--- config.mk ---
export PLATFORM = sky130hd
export DESIGN_NAME = ulb_uart
export DESIGN_NICKNAME = d
export VERILOG_FILES = /design/src/rtl/ulb_uart.v
export VERILOG_INCLUDE_DIRS = /design/src /design/src/shared
export SDC_FILE = /design/constraint.sdc
export NUM_CORES = 1
export LEC_CHECK = 0
export CAP_MARGIN = 15
export CORE_UTILIZATION = 33
export DETAILED_ROUTE_END_ITERATION = 16
export DONT_BUFFER_PORTS = 1
export MAX_ROUTING_LAYER = met4
export PLACE_DENSITY = 0.52
export SLEW_MARGIN = 20
export SYNTH_ARGS = -nofsm -noshare
export SYNTH_HDL_FRONTEND = slang
export SYNTH_SLANG_ARGS = --single-unit
--- constraint.sdc ---
create_clock -name pclk -period 4.06 [get_ports pclk]
set_input_delay 0.406 -clock pclk [delete_from_list [all_inputs] [get_ports pclk]]
set_output_delay 0.406 -clock pclk [all_outputs]
set_load 0.05 [all_outputs]
--- src/shared/ulb_regs.vh ---
`ifndef ULB_REGS_VH
`define ULB_REGS_VH
// ==================================================
// register byte offsets
`define ULB_OFF_MODE 12'h000
`define ULB_OFF_CTRL 12'h004
`define ULB_OFF_DIV 12'h008
`define ULB_OFF_TXBUF 12'h00c
`define ULB_OFF_RXBUF 12'h010
`define ULB_OFF_TXST 12'h014
`define ULB_OFF_RXERR 12'h018
`define ULB_OFF_IRQ 12'h01c
// ==================================================
// mode register fields
`define ULB_M_POWER 7
`define ULB_M_TXE 6
`define ULB_M_RXE 5
`define ULB_M_PAR_HI 4
`define ULB_M_PAR_LO 3
`define ULB_M_LEN8 2
`define ULB_M_STOP2 1
`define ULB_M_MERGE 0
// ==================================================
// control register fields
`define ULB_C_BRF 7
`define ULB_C_BRT 6
`define ULB_C_BTT 5
`define ULB_C_BL_HI 4
`define ULB_C_BL_LO 2
`define ULB_C_DIR 1
`define ULB_C_INV 0
// ==================================================
// status bits, parity codes, constants
`define ULB_TS_FULL 1
`define ULB_TS_SHIFT 0
`define ULB_PAR_NONE 2'h0
`define ULB_PAR_ZERO 2'h1
`define ULB_PAR_ODD 2'h2
`define ULB_PAR_EVEN 2'h3
`define ULB_DIV_RESET 8'h82
`define ULB_RXBUF_RESET 8'hff
`define ULB_BRK_BASE 5'h0d
`define ULB_BRK_OK 5'h0b
`endif

--- src/rtl/ulb_uart.v ---
// Behaviour
// - buffer accepts next byte once shifting starts
// - tx status bit 1 is buffer full
// - tx status bit 0 is shift active
// - receive sampling needs power then enable
// - falling edge, recheck after divisor, start
// - shift bits, stop raises done, copy
// - parity error reported at frame end
// - receiver checks only one stop bit
// - parity, framing and overrun flags
// - reading error status clears it
// - error irq separate or merged by bit 0
// - two agreeing samples update filtered input
// - power drives line high; trigger sends break
// - break 13 to 20 bits, done, self clear
// - after break return idle normal mode
// - break receive enable arms detection
// - long break: done irq, flags cleared
// - short break: no irq, flags kept
// - frame format, order and inversion
// - bit time is twice divisor clocks
// - power off resets status and line
//
// The placing of the registers and the APB slave port were left to the implementer.
`timescale 1ns/1ns
`include "ulb_regs.vh"
module ulb_uart (
  input wire pclk,
  input wire presetn,
  input wire psel,
  input wire penable,
  input wire pwrite,
  input wire [11:0] paddr,
  input wire [31:0] pwdata,
  output reg [31:0] prdata,
  output reg pready,
  output reg pslverr,
  input wire serial_in_pin,
  output reg serial_out_pin,
  output reg tx_done_irq,
  output reg rx_done_irq,
  output reg rx_error_irq
);
  // ==================================================
  // registers and apb decode
  reg [7:0] op_mode_reg;
  reg [7:0] serial_control_reg;
  reg [7:0] baud_divisor_reg;
  reg [7:0] tx_buffer;
  reg [7:0] rx_buffer;
  reg tx_buf_full_flag;
  reg tx_shift_active_flag;
  reg overrun_flag;
  reg parity_err_flag;
  reg framing_err_flag;
  wire acc = psel && penable && pready;
  wire wr = acc && pwrite;
  wire rd = acc && !pwrite;
  wire pwr = op_mode_reg[`ULB_M_POWER];
  wire txen = pwr && op_mode_reg[`ULB_M_TXE];
  wire rxen = pwr && op_mode_reg[`ULB_M_RXE];
  wire [1:0] par = op_mode_reg[`ULB_M_PAR_HI:`ULB_M_PAR_LO];
  wire len8 = op_mode_reg[`ULB_M_LEN8];
  wire msb_first = serial_control_reg[`ULB_C_DIR];
  wire [3:0] ndata = len8 ? 4'h8 : 4'h7;
  wire par_on = (par != `ULB_PAR_NONE);
  wire txbuf_wr = wr && paddr == `ULB_OFF_TXBUF && txen;
  wire rxerr_rd = rd && paddr == `ULB_OFF_RXERR;
  wire rxbuf_rd = rd && paddr == `ULB_OFF_RXBUF;
  // ==================================================
  // noise filter: two-flop sync then match detector
  reg rx_s1, rx_s2, rx_m, rx_f;
  always @(posedge pclk or negedge presetn) begin
    if (!presetn) begin
      rx_s1 <= 1'b1;
      rx_s2 <= 1'b1;
      rx_m <= 1'b1;
      rx_f <= 1'b1;
    end else begin
      rx_s1 <= serial_in_pin;
      rx_s2 <= rx_s1;
      rx_m <= rx_s2;
      if (!pwr) begin
        rx_m <= 1'b1;
        rx_f <= 1'b1;
      end else if (rx_s2 == rx_m) begin
        rx_f <= rx_m;
      end
    end
  end
  // ==================================================
  // transmitter
  localparam TX_IDLE = 2'h0;
  localparam TX_DATA = 2'h1;
  localparam TX_BRK = 2'h2;
  reg [1:0] tx_st;
  reg [8:0] tx_cnt;
  reg [10:0] tx_sh;
  reg [4:0] tx_bits;
  reg tx_line;
  wire [8:0] half = {1'b0, baud_divisor_reg};
  wire [8:0] bit_clks = {baud_divisor_reg, 1'b0};
  wire tx_tick = (tx_cnt == bit_clks - 9'h001);
  reg [7:0] txd;
  reg tx_par;
  integer i;
  always @* begin
    txd = 8'h00;
    for (i = 0; i < 8; i = i + 1) begin
      if (msb_first)
        txd[i] = tx_buffer[(len8 ? 7 : 6) - i];
      else
        txd[i] = tx_buffer[i];
    end
    if (!len8)
      txd[7] = 1'b0;
    case (par)
      `ULB_PAR_EVEN: tx_par = ^txd;
      `ULB_PAR_ODD: tx_par = ~^txd;
      default: tx_par = 1'b0;
    endcase
  end
  wire [4:0] stop_n = op_mode_reg[`ULB_M_STOP2] ? 5'h2 : 5'h1;
  wire [4:0] frame_bits = 5'h1 + {1'b0, ndata} + {4'h0, par_on} + stop_n;
  always @(posedge pclk or negedge presetn) begin
    if (!presetn) begin
      tx_st <= TX_IDLE;
      tx_cnt <= 9'h000;
      tx_sh <= 11'h7ff;
      tx_bits <= 5'h00;
      tx_line <= 1'b1;
      tx_buf_full_flag <= 1'b0;
      tx_shift_active_flag <= 1'b0;
      tx_done_irq <= 1'b0;
    end else begin
      tx_done_irq <= 1'b0;
      if (!txen) begin
        tx_st <= TX_IDLE;
        tx_cnt <= 9'h000;
        tx_line <= 1'b1;
        tx_buf_full_flag <= 1'b0;
        tx_shift_active_flag <= 1'b0;
      end else begin
        if (txbuf_wr)
          tx_buf_full_flag <= 1'b1;
        tx_cnt <= tx_tick ? 9'h000 : tx_cnt + 9'h001;
        case (tx_st)
          TX_IDLE: begin
            if (tx_buf_full_flag) begin
              // load shifter, free buffer at once for back to back
              tx_sh <= {2'b11, tx_par, txd};
              // 7-bit frames put parity at bit 7, so bit 8 is a stop bit
              if (!par_on || !len8)
                tx_sh[8] <= 1'b1;
              if (!len8)
                tx_sh[7] <= par_on ? tx_par : 1'b1;
              tx_line <= 1'b0;
              tx_bits <= frame_bits - 5'h1;
              tx_cnt <= 9'h000;
              tx_st <= TX_DATA;
              tx_shift_active_flag <= 1'b1;
              tx_buf_full_flag <= txbuf_wr;
            end else if (serial_control_reg[`ULB_C_BTT]) begin
              tx_line <= 1'b0;
              tx_bits <= `ULB_BRK_BASE +
                {2'b00, serial_control_reg[`ULB_C_BL_HI:`ULB_C_BL_LO]};
              tx_cnt <= 9'h000;
              tx_st <= TX_BRK;
              tx_shift_active_flag <= 1'b1;
            end
          end
          TX_DATA: begin
            if (tx_tick) begin
              if (tx_bits == 5'h00) begin
                tx_st <= TX_IDLE;
                tx_shift_active_flag <= 1'b0;
                tx_done_irq <= 1'b1;
              end else begin
                tx_line <= tx_sh[0];
                tx_sh <= {1'b1, tx_sh[10:1]};
                tx_bits <= tx_bits - 5'h01;
              end
            end
          end
          TX_BRK: begin
            if (tx_tick) begin
              if (tx_bits == 5'h01) begin
                tx_line <= 1'b1;
                tx_st <= TX_IDLE;
                tx_shift_active_flag <= 1'b0;
                tx_done_irq <= 1'b1;
              end
              tx_bits <= tx_bits - 5'h01;
            end
          end
          default: tx_st <= TX_IDLE;
        endcase
      end
    end
  end
  wire brk_clr = (tx_st == TX_BRK) && tx_tick && tx_bits == 5'h01;
  // ==================================================
  // receiver
  localparam RX_IDLE = 2'h0;
  localparam RX_START = 2'h1;
  localparam RX_DATA = 2'h2;
  localparam RX_BRK = 2'h3;
  reg [1:0] rx_st;
  reg [8:0] rx_cnt;
  reg [3:0] rx_idx;
  reg [8:0] rx_shifter;
  reg rx_prev;
  reg [4:0] brk_len;
  reg rx_done_set;
  wire rx_fall = rx_prev && !rx_f;
  wire rx_tick = (rx_cnt == bit_clks - 9'h001);
  wire [3:0] nbits = ndata + {3'h0, par_on};
  wire brk_arm = serial_control_reg[`ULB_C_BRT];
  reg [7:0] rxd;
  reg rx_perr;
  integer j;
  always @* begin
    rxd = 8'h00;
    for (j = 0; j < 8; j = j + 1) begin
      if (msb_first)
        rxd[j] = rx_shifter[(len8 ? 7 : 6) - j];
      else
        rxd[j] = rx_shifter[j];
    end
    if (!len8)
      rxd[7] = 1'b0;
    case (par)
      `ULB_PAR_EVEN: rx_perr = ^rxd ^ rx_shifter[ndata];
      `ULB_PAR_ODD: rx_perr = ~(^rxd ^ rx_shifter[ndata]);
      default: rx_perr = 1'b0;
    endcase
  end
  wire rx_stop = (rx_st == RX_DATA) && rx_tick && rx_idx == nbits;
  wire brk_end = (rx_st == RX_BRK) && rx_tick && rx_f;
  always @(posedge pclk or negedge presetn) begin
    if (!presetn) begin
      rx_st <= RX_IDLE;
      rx_cnt <= 9'h000;
      rx_idx <= 4'h0;
      rx_shifter <= 9'h1ff;
      rx_prev <= 1'b1;
      brk_len <= 5'h00;
      rx_buffer <= `ULB_RXBUF_RESET;
      overrun_flag <= 1'b0;
      parity_err_flag <= 1'b0;
      framing_err_flag <= 1'b0;
      rx_done_irq <= 1'b0;
      rx_error_irq <= 1'b0;
      rx_done_set <= 1'b0;
    end else begin
      rx_prev <= rx_f;
      rx_done_irq <= 1'b0;
      rx_error_irq <= 1'b0;
      if (rxbuf_rd)
        rx_done_set <= 1'b0;
      if (rxerr_rd) begin
        overrun_flag <= 1'b0;
        parity_err_flag <= 1'b0;
        framing_err_flag <= 1'b0;
      end
      rx_cnt <= rx_tick ? 9'h000 : rx_cnt + 9'h001;
      if (!pwr) begin
        rx_st <= RX_IDLE;
        rx_buffer <= `ULB_RXBUF_RESET;
        overrun_flag <= 1'b0;
        parity_err_flag <= 1'b0;
        framing_err_flag <= 1'b0;
        rx_done_set <= 1'b0;
      end else if (!rxen) begin
        rx_st <= RX_IDLE;
      end else begin
        case (rx_st)
          RX_IDLE: begin
            if (rx_fall) begin
              rx_cnt <= 9'h000;
              rx_st <= RX_START;
            end
          end
          RX_START: begin
            if (rx_cnt == half - 9'h001) begin
              rx_cnt <= 9'h000;
              rx_idx <= 4'h0;
              brk_len <= 5'h01;
              if (rx_f)
                rx_st <= RX_IDLE;
              else
                rx_st <= brk_arm ? RX_BRK : RX_DATA;
            end
          end
          RX_DATA: begin
            if (rx_tick) begin
              if (rx_idx == nbits) begin
                // only one stop bit checked, second ignored
                rx_st <= RX_IDLE;
                rx_done_irq <= 1'b1;
                if (rx_done_set)
                  overrun_flag <= 1'b1;
                else begin
                  rx_buffer <= rxd;
                  rx_done_set <= 1'b1;
                end
                if (rx_perr)
                  parity_err_flag <= 1'b1;
                if (!rx_f)
                  framing_err_flag <= 1'b1;
                if (rx_done_set || rx_perr || !rx_f) begin
                  rx_error_irq <= !op_mode_reg[`ULB_M_MERGE];
                end
              end else begin
                rx_shifter[rx_idx] <= rx_f;
                rx_idx <= rx_idx + 4'h1;
              end
            end
          end
          RX_BRK: begin
            if (rx_tick) begin
              if (rx_f) begin
                rx_st <= RX_IDLE;
                if (brk_len >= `ULB_BRK_OK)
                  rx_done_irq <= 1'b1;
              end else if (brk_len != 5'h1f) begin
                brk_len <= brk_len + 5'h01;
              end
            end
          end
          default: rx_st <= RX_IDLE;
        endcase
      end
    end
  end
  wire brk_ok = brk_end && brk_len >= `ULB_BRK_OK;
  // ==================================================
  // apb slave, control registers
  always @(posedge pclk or negedge presetn) begin
    if (!presetn) begin
      op_mode_reg <= 8'h00;
      serial_control_reg <= 8'h00;
      baud_divisor_reg <= `ULB_DIV_RESET;
      tx_buffer <= 8'h00;
      prdata <= 32'h00000000;
      pready <= 1'b0;
      pslverr <= 1'b0;
      serial_out_pin <= 1'b1;
    end else begin
      pready <= psel && !pready;
      pslverr <= 1'b0;
      serial_out_pin <= serial_control_reg[`ULB_C_INV] ? ~tx_line : tx_line;
      if (!txen)
        serial_out_pin <= 1'b1;
      if (psel && !pready) begin
        prdata <= 32'h00000000;
        case (paddr)
          `ULB_OFF_MODE: prdata[7:0] <= op_mode_reg;
          `ULB_OFF_CTRL: prdata[7:0] <= serial_control_reg;
          `ULB_OFF_DIV: prdata[7:0] <= baud_divisor_reg;
          `ULB_OFF_TXBUF: prdata[7:0] <= tx_buffer;
          `ULB_OFF_RXBUF: prdata[7:0] <= rx_buffer;
          `ULB_OFF_TXST:
            prdata[1:0] <= {tx_buf_full_flag, tx_shift_active_flag};
          `ULB_OFF_RXERR:
            prdata[2:0] <= {parity_err_flag, framing_err_flag, overrun_flag};
          default: pslverr <= 1'b1;
        endcase
      end
      if (wr) begin
        case (paddr)
          `ULB_OFF_MODE: op_mode_reg <= pwdata[7:0];
          `ULB_OFF_CTRL: serial_control_reg <= pwdata[7:0];
          `ULB_OFF_DIV: baud_divisor_reg <= pwdata[7:0];
          `ULB_OFF_TXBUF: if (txen) tx_buffer <= pwdata[7:0];
          default: ;
        endcase
      end
      if (wr && paddr == `ULB_OFF_CTRL && pwdata[`ULB_C_BRT] && rxen)
        serial_control_reg[`ULB_C_BRF] <= 1'b1;
      if (brk_clr)
        serial_control_reg[`ULB_C_BTT] <= 1'b0;
      if (brk_ok) begin
        serial_control_reg[`ULB_C_BRF] <= 1'b0;
        serial_control_reg[`ULB_C_BRT] <= 1'b0;
      end
      if (!pwr) begin
        serial_control_reg[`ULB_C_BRF] <= 1'b0;
        serial_control_reg[`ULB_C_BRT] <= 1'b0;
      end
    end
  end
endmodule // ulb_uart

==> impl_results.md <==
* Gpl congestion at 0.839
* Crit Reg-Reg Endpoint: tx_bits[0]
* Skew final at 0.0110 ns
* Worst R2R Start: baud_divisor_reg[2]
* Hold depth at 1
* Die W at 156 um
* Synth Area in Compound Gates at 13.9%
* Share of cells above drive strength 1 at 16.1%
* Via density per instance at 5.18
* Final min period at 3.28 ns
* # H-tree levels at 4
* Post-Synth Adder-Cell Area at 4.11%
* P_sw at 632 uW
* Area leader, netlist: dfrtp_1
* Worst r2r path cells at 7
* Total track usage at 17.3%
* Setup TNS at 0 ns
* Hold WC Path Type: primary input to flip-flop
* Synth Area in XOR/XNOR at 9.32%
* Post-synth EDFFs at 0
* CTS resizes at 0
* Multiplexer share of the synthesized area at 9.98%
* Worst slew margin at 43.2%
* Number of global-route vias before repair at 5,573
* WL/cell at 17.2 um
* P&R area growth vs syn at 10.1%
* Drt drc at 0
* Worst min-delay path startpoint: pwdata[2]
* Max-cap check violation count at 0
* Final core utilization at 37.5%
* DP HPWL at 13,600 um
* Status: complete, no violations
* Post-synthesis cell count at 802
* Routed via count at 5,750
* Commonest non-fill, non-tap cell in the layout: dfrtp_1
* Top cells by area, synth: dfrtp_1, dfstp_2, mux2_2, xnor3_1, ha_1
* RSZ-0062 raised after global routing: no
* Clock power frac at 53.8%
* Leakage at 0.00371 uW
* Reg-to-reg slack, setup at 0.78 ns
* Synth Register Bits at 120
* Layout Cells excl Fill at 1,110
* Largest net degree at the start of global routing at 121
* Ys async rst share at 100%
* Port buffer count at 0
* Max frequency at 305 MHz
* Post-route ant nets at 0
* CP required at 4.34 ns
* TritonCTS clock tree: built
* Die area at 0.0243 mm2
* Num CTS Buffers at 17
* Post-CTS Setup Repair Bufs at 0
* Count of warnings emitted by yosys at 0
* Routed WL at 19,100 um
* Top FF cell, synth: dfrtp_1
* Final worst path period share at 80.9%
* VDD IR-drop max at 0.000233 V
* Least-Margin Pin Slew at 0.850 ns
* Ports at 88
* Most frequent cells in the layout: dfrtp_1, nand2_1, nor2_1
* # rows at 55
* Core Area at 0.0229 mm2
* Initial Utilization at 34.0%
* CP startpoint kind: flip-flop
* Setup violators final at 0
* NumNets Final at 858
* Critical Path End Type: flip-flop
* Simple-gate portion of the synthesized area at 17.5%
* Reg clk slew, reported paths at 0.06 ns
* Hold EP: tx_buffer[2]
* Clk buf depth at 2
* Clock tree root buffer cell: clkbuf_16
* Reg power frac at 42.9%
* Comb pwr share at 3.4%
* Cell Pwr Density at 328 mW/mm2
* P_int at 2190 uW
* Largest family of logic cells by synthesized area: simple AND/OR/NAND/NOR gates
* Max Transition Viols Final at 0
* Initial drt markers at 291
* Clock Latency Late Sink at 0.43 ns
* Post-synth top area share at 27.3%
* Initial antenna violation count at 1
* GRT overflow at 0
* Post-Place Cells at 1,074
* Hold_ws at 0.128 ns
* First-pass GRT wire length at 31,200 um
* CP Class: flip-flop to flip-flop
* Syn Area/Cell at 9.73 um2
* Cell area after layout at 0.00859 mm2
* Cts-stage hold buffer count at 3
* WP data arrival at 3.56 ns
* Placed cell area at 0.00796 mm2
* Share of the yosys chip area belonging to registers at 39.1%
* Final Hold Fails at 0
* Sw frac at 22.4%
* Clock Sinks at 120
* Synthesized area at 0.00780 mm2
* Netlist cell types at 74
* Die Y at 156 um
* Crit path max fanout at 10
* Number of detailed-route iterations in the first pass at 6
-- cells in the mapped netlist (all sizes together) (7+ instances only) --
master and number:
a211oi 11, a21oi 35, a31oi 9, and2 10, and3 9, buf 30, clkbuf 39, dfrtp 85
dfstp 35, ha 24, inv 29, mux2 46, mux2i 26, nand2 65, nand2b 9, nand3 35
nand4 9, nor2 63, nor2b 12, nor3 11, o211ai 8, o21ai 35, o31ai 9, or3 7
xnor2 19, xnor3 14, xor2 28
-- worst max path at each step --
stage	startpoint	to	cells past startpoint
4_1_cts	baud_divisor_reg[1]	rx_cnt[5]	9
3_3_place_gp	baud_divisor_reg[1]	rx_cnt[4]	9
3_5_place_dp	baud_divisor_reg[1]	rx_cnt[5]	9
6_report	baud_divisor_reg[2]	tx_bits[0]	7
5_1_grt	baud_divisor_reg[1]	rx_cnt[5]	9
2_1_floorplan	baud_divisor_reg[0]	rx_cnt[3]	10
-- routing by layer --
metal  part of all wire, %  global-route usage, %  vias up
li1                      -                      -     2796
met1                    49                   23.0     2830
met2                    45                   25.4       99
met3                   4.2                   4.22       25
met4                   1.8                   6.21        0
met5                     0                      -        -
-- layout make-up --
cell class	instances	area, um2
multi-input cells	607	4370
diodes	1	2.50
clock buffers	22	454
clock inverters	10	128
inverters	29	109
fillers	2261	14300
flip-flops and latches	120	3050
well taps	313	392
repair buffers	8	85.1
-- power by group through the flow --
stage          sequential, uW  clock (uW)  combinational (uW)
2_1_floorplan            1230           0                87.3
3_3_place_gp             1230           0                65.9
3_5_place_dp             1230           0                66.2
4_1_cts                  1210        1550                96.3
5_1_grt                  1210        1610                 104
6_report                 1210        1520                94.6
-- stage by stage --
step | total power, uW | setup slack [ns]
after floorplan | 1320 | 1.15
after global placement | 1290 | 0.802
after detailed placement | 1290 | 0.773
after CTS | 2850 | 0.744
after global routing | 2930 | 0.515
final | 2820 | 0.777
-- cells by family after synthesis --
group                    after synthesis
AND/OR/NAND/NOR                      263
AO/OA/AOI/OAI                        162
flip-flops                           120
buffers and inverters                 98
multiplexers                          72
XOR/XNOR                              61
adder cells (fa/ha/maj)               25
other                                  1
-- worst max-delay path, stage by stage, from the launching register on --
cell and delay (ns):
dfrtp_1 0.51, or3_1 0.60, nor4_4 0.30, xnor3_1 0.37, o41ai_1 0.60, a22oi_1 0.39
a211oi_1 0.30, a21oi_1 0.06
(Power assumes the default switching activity.)
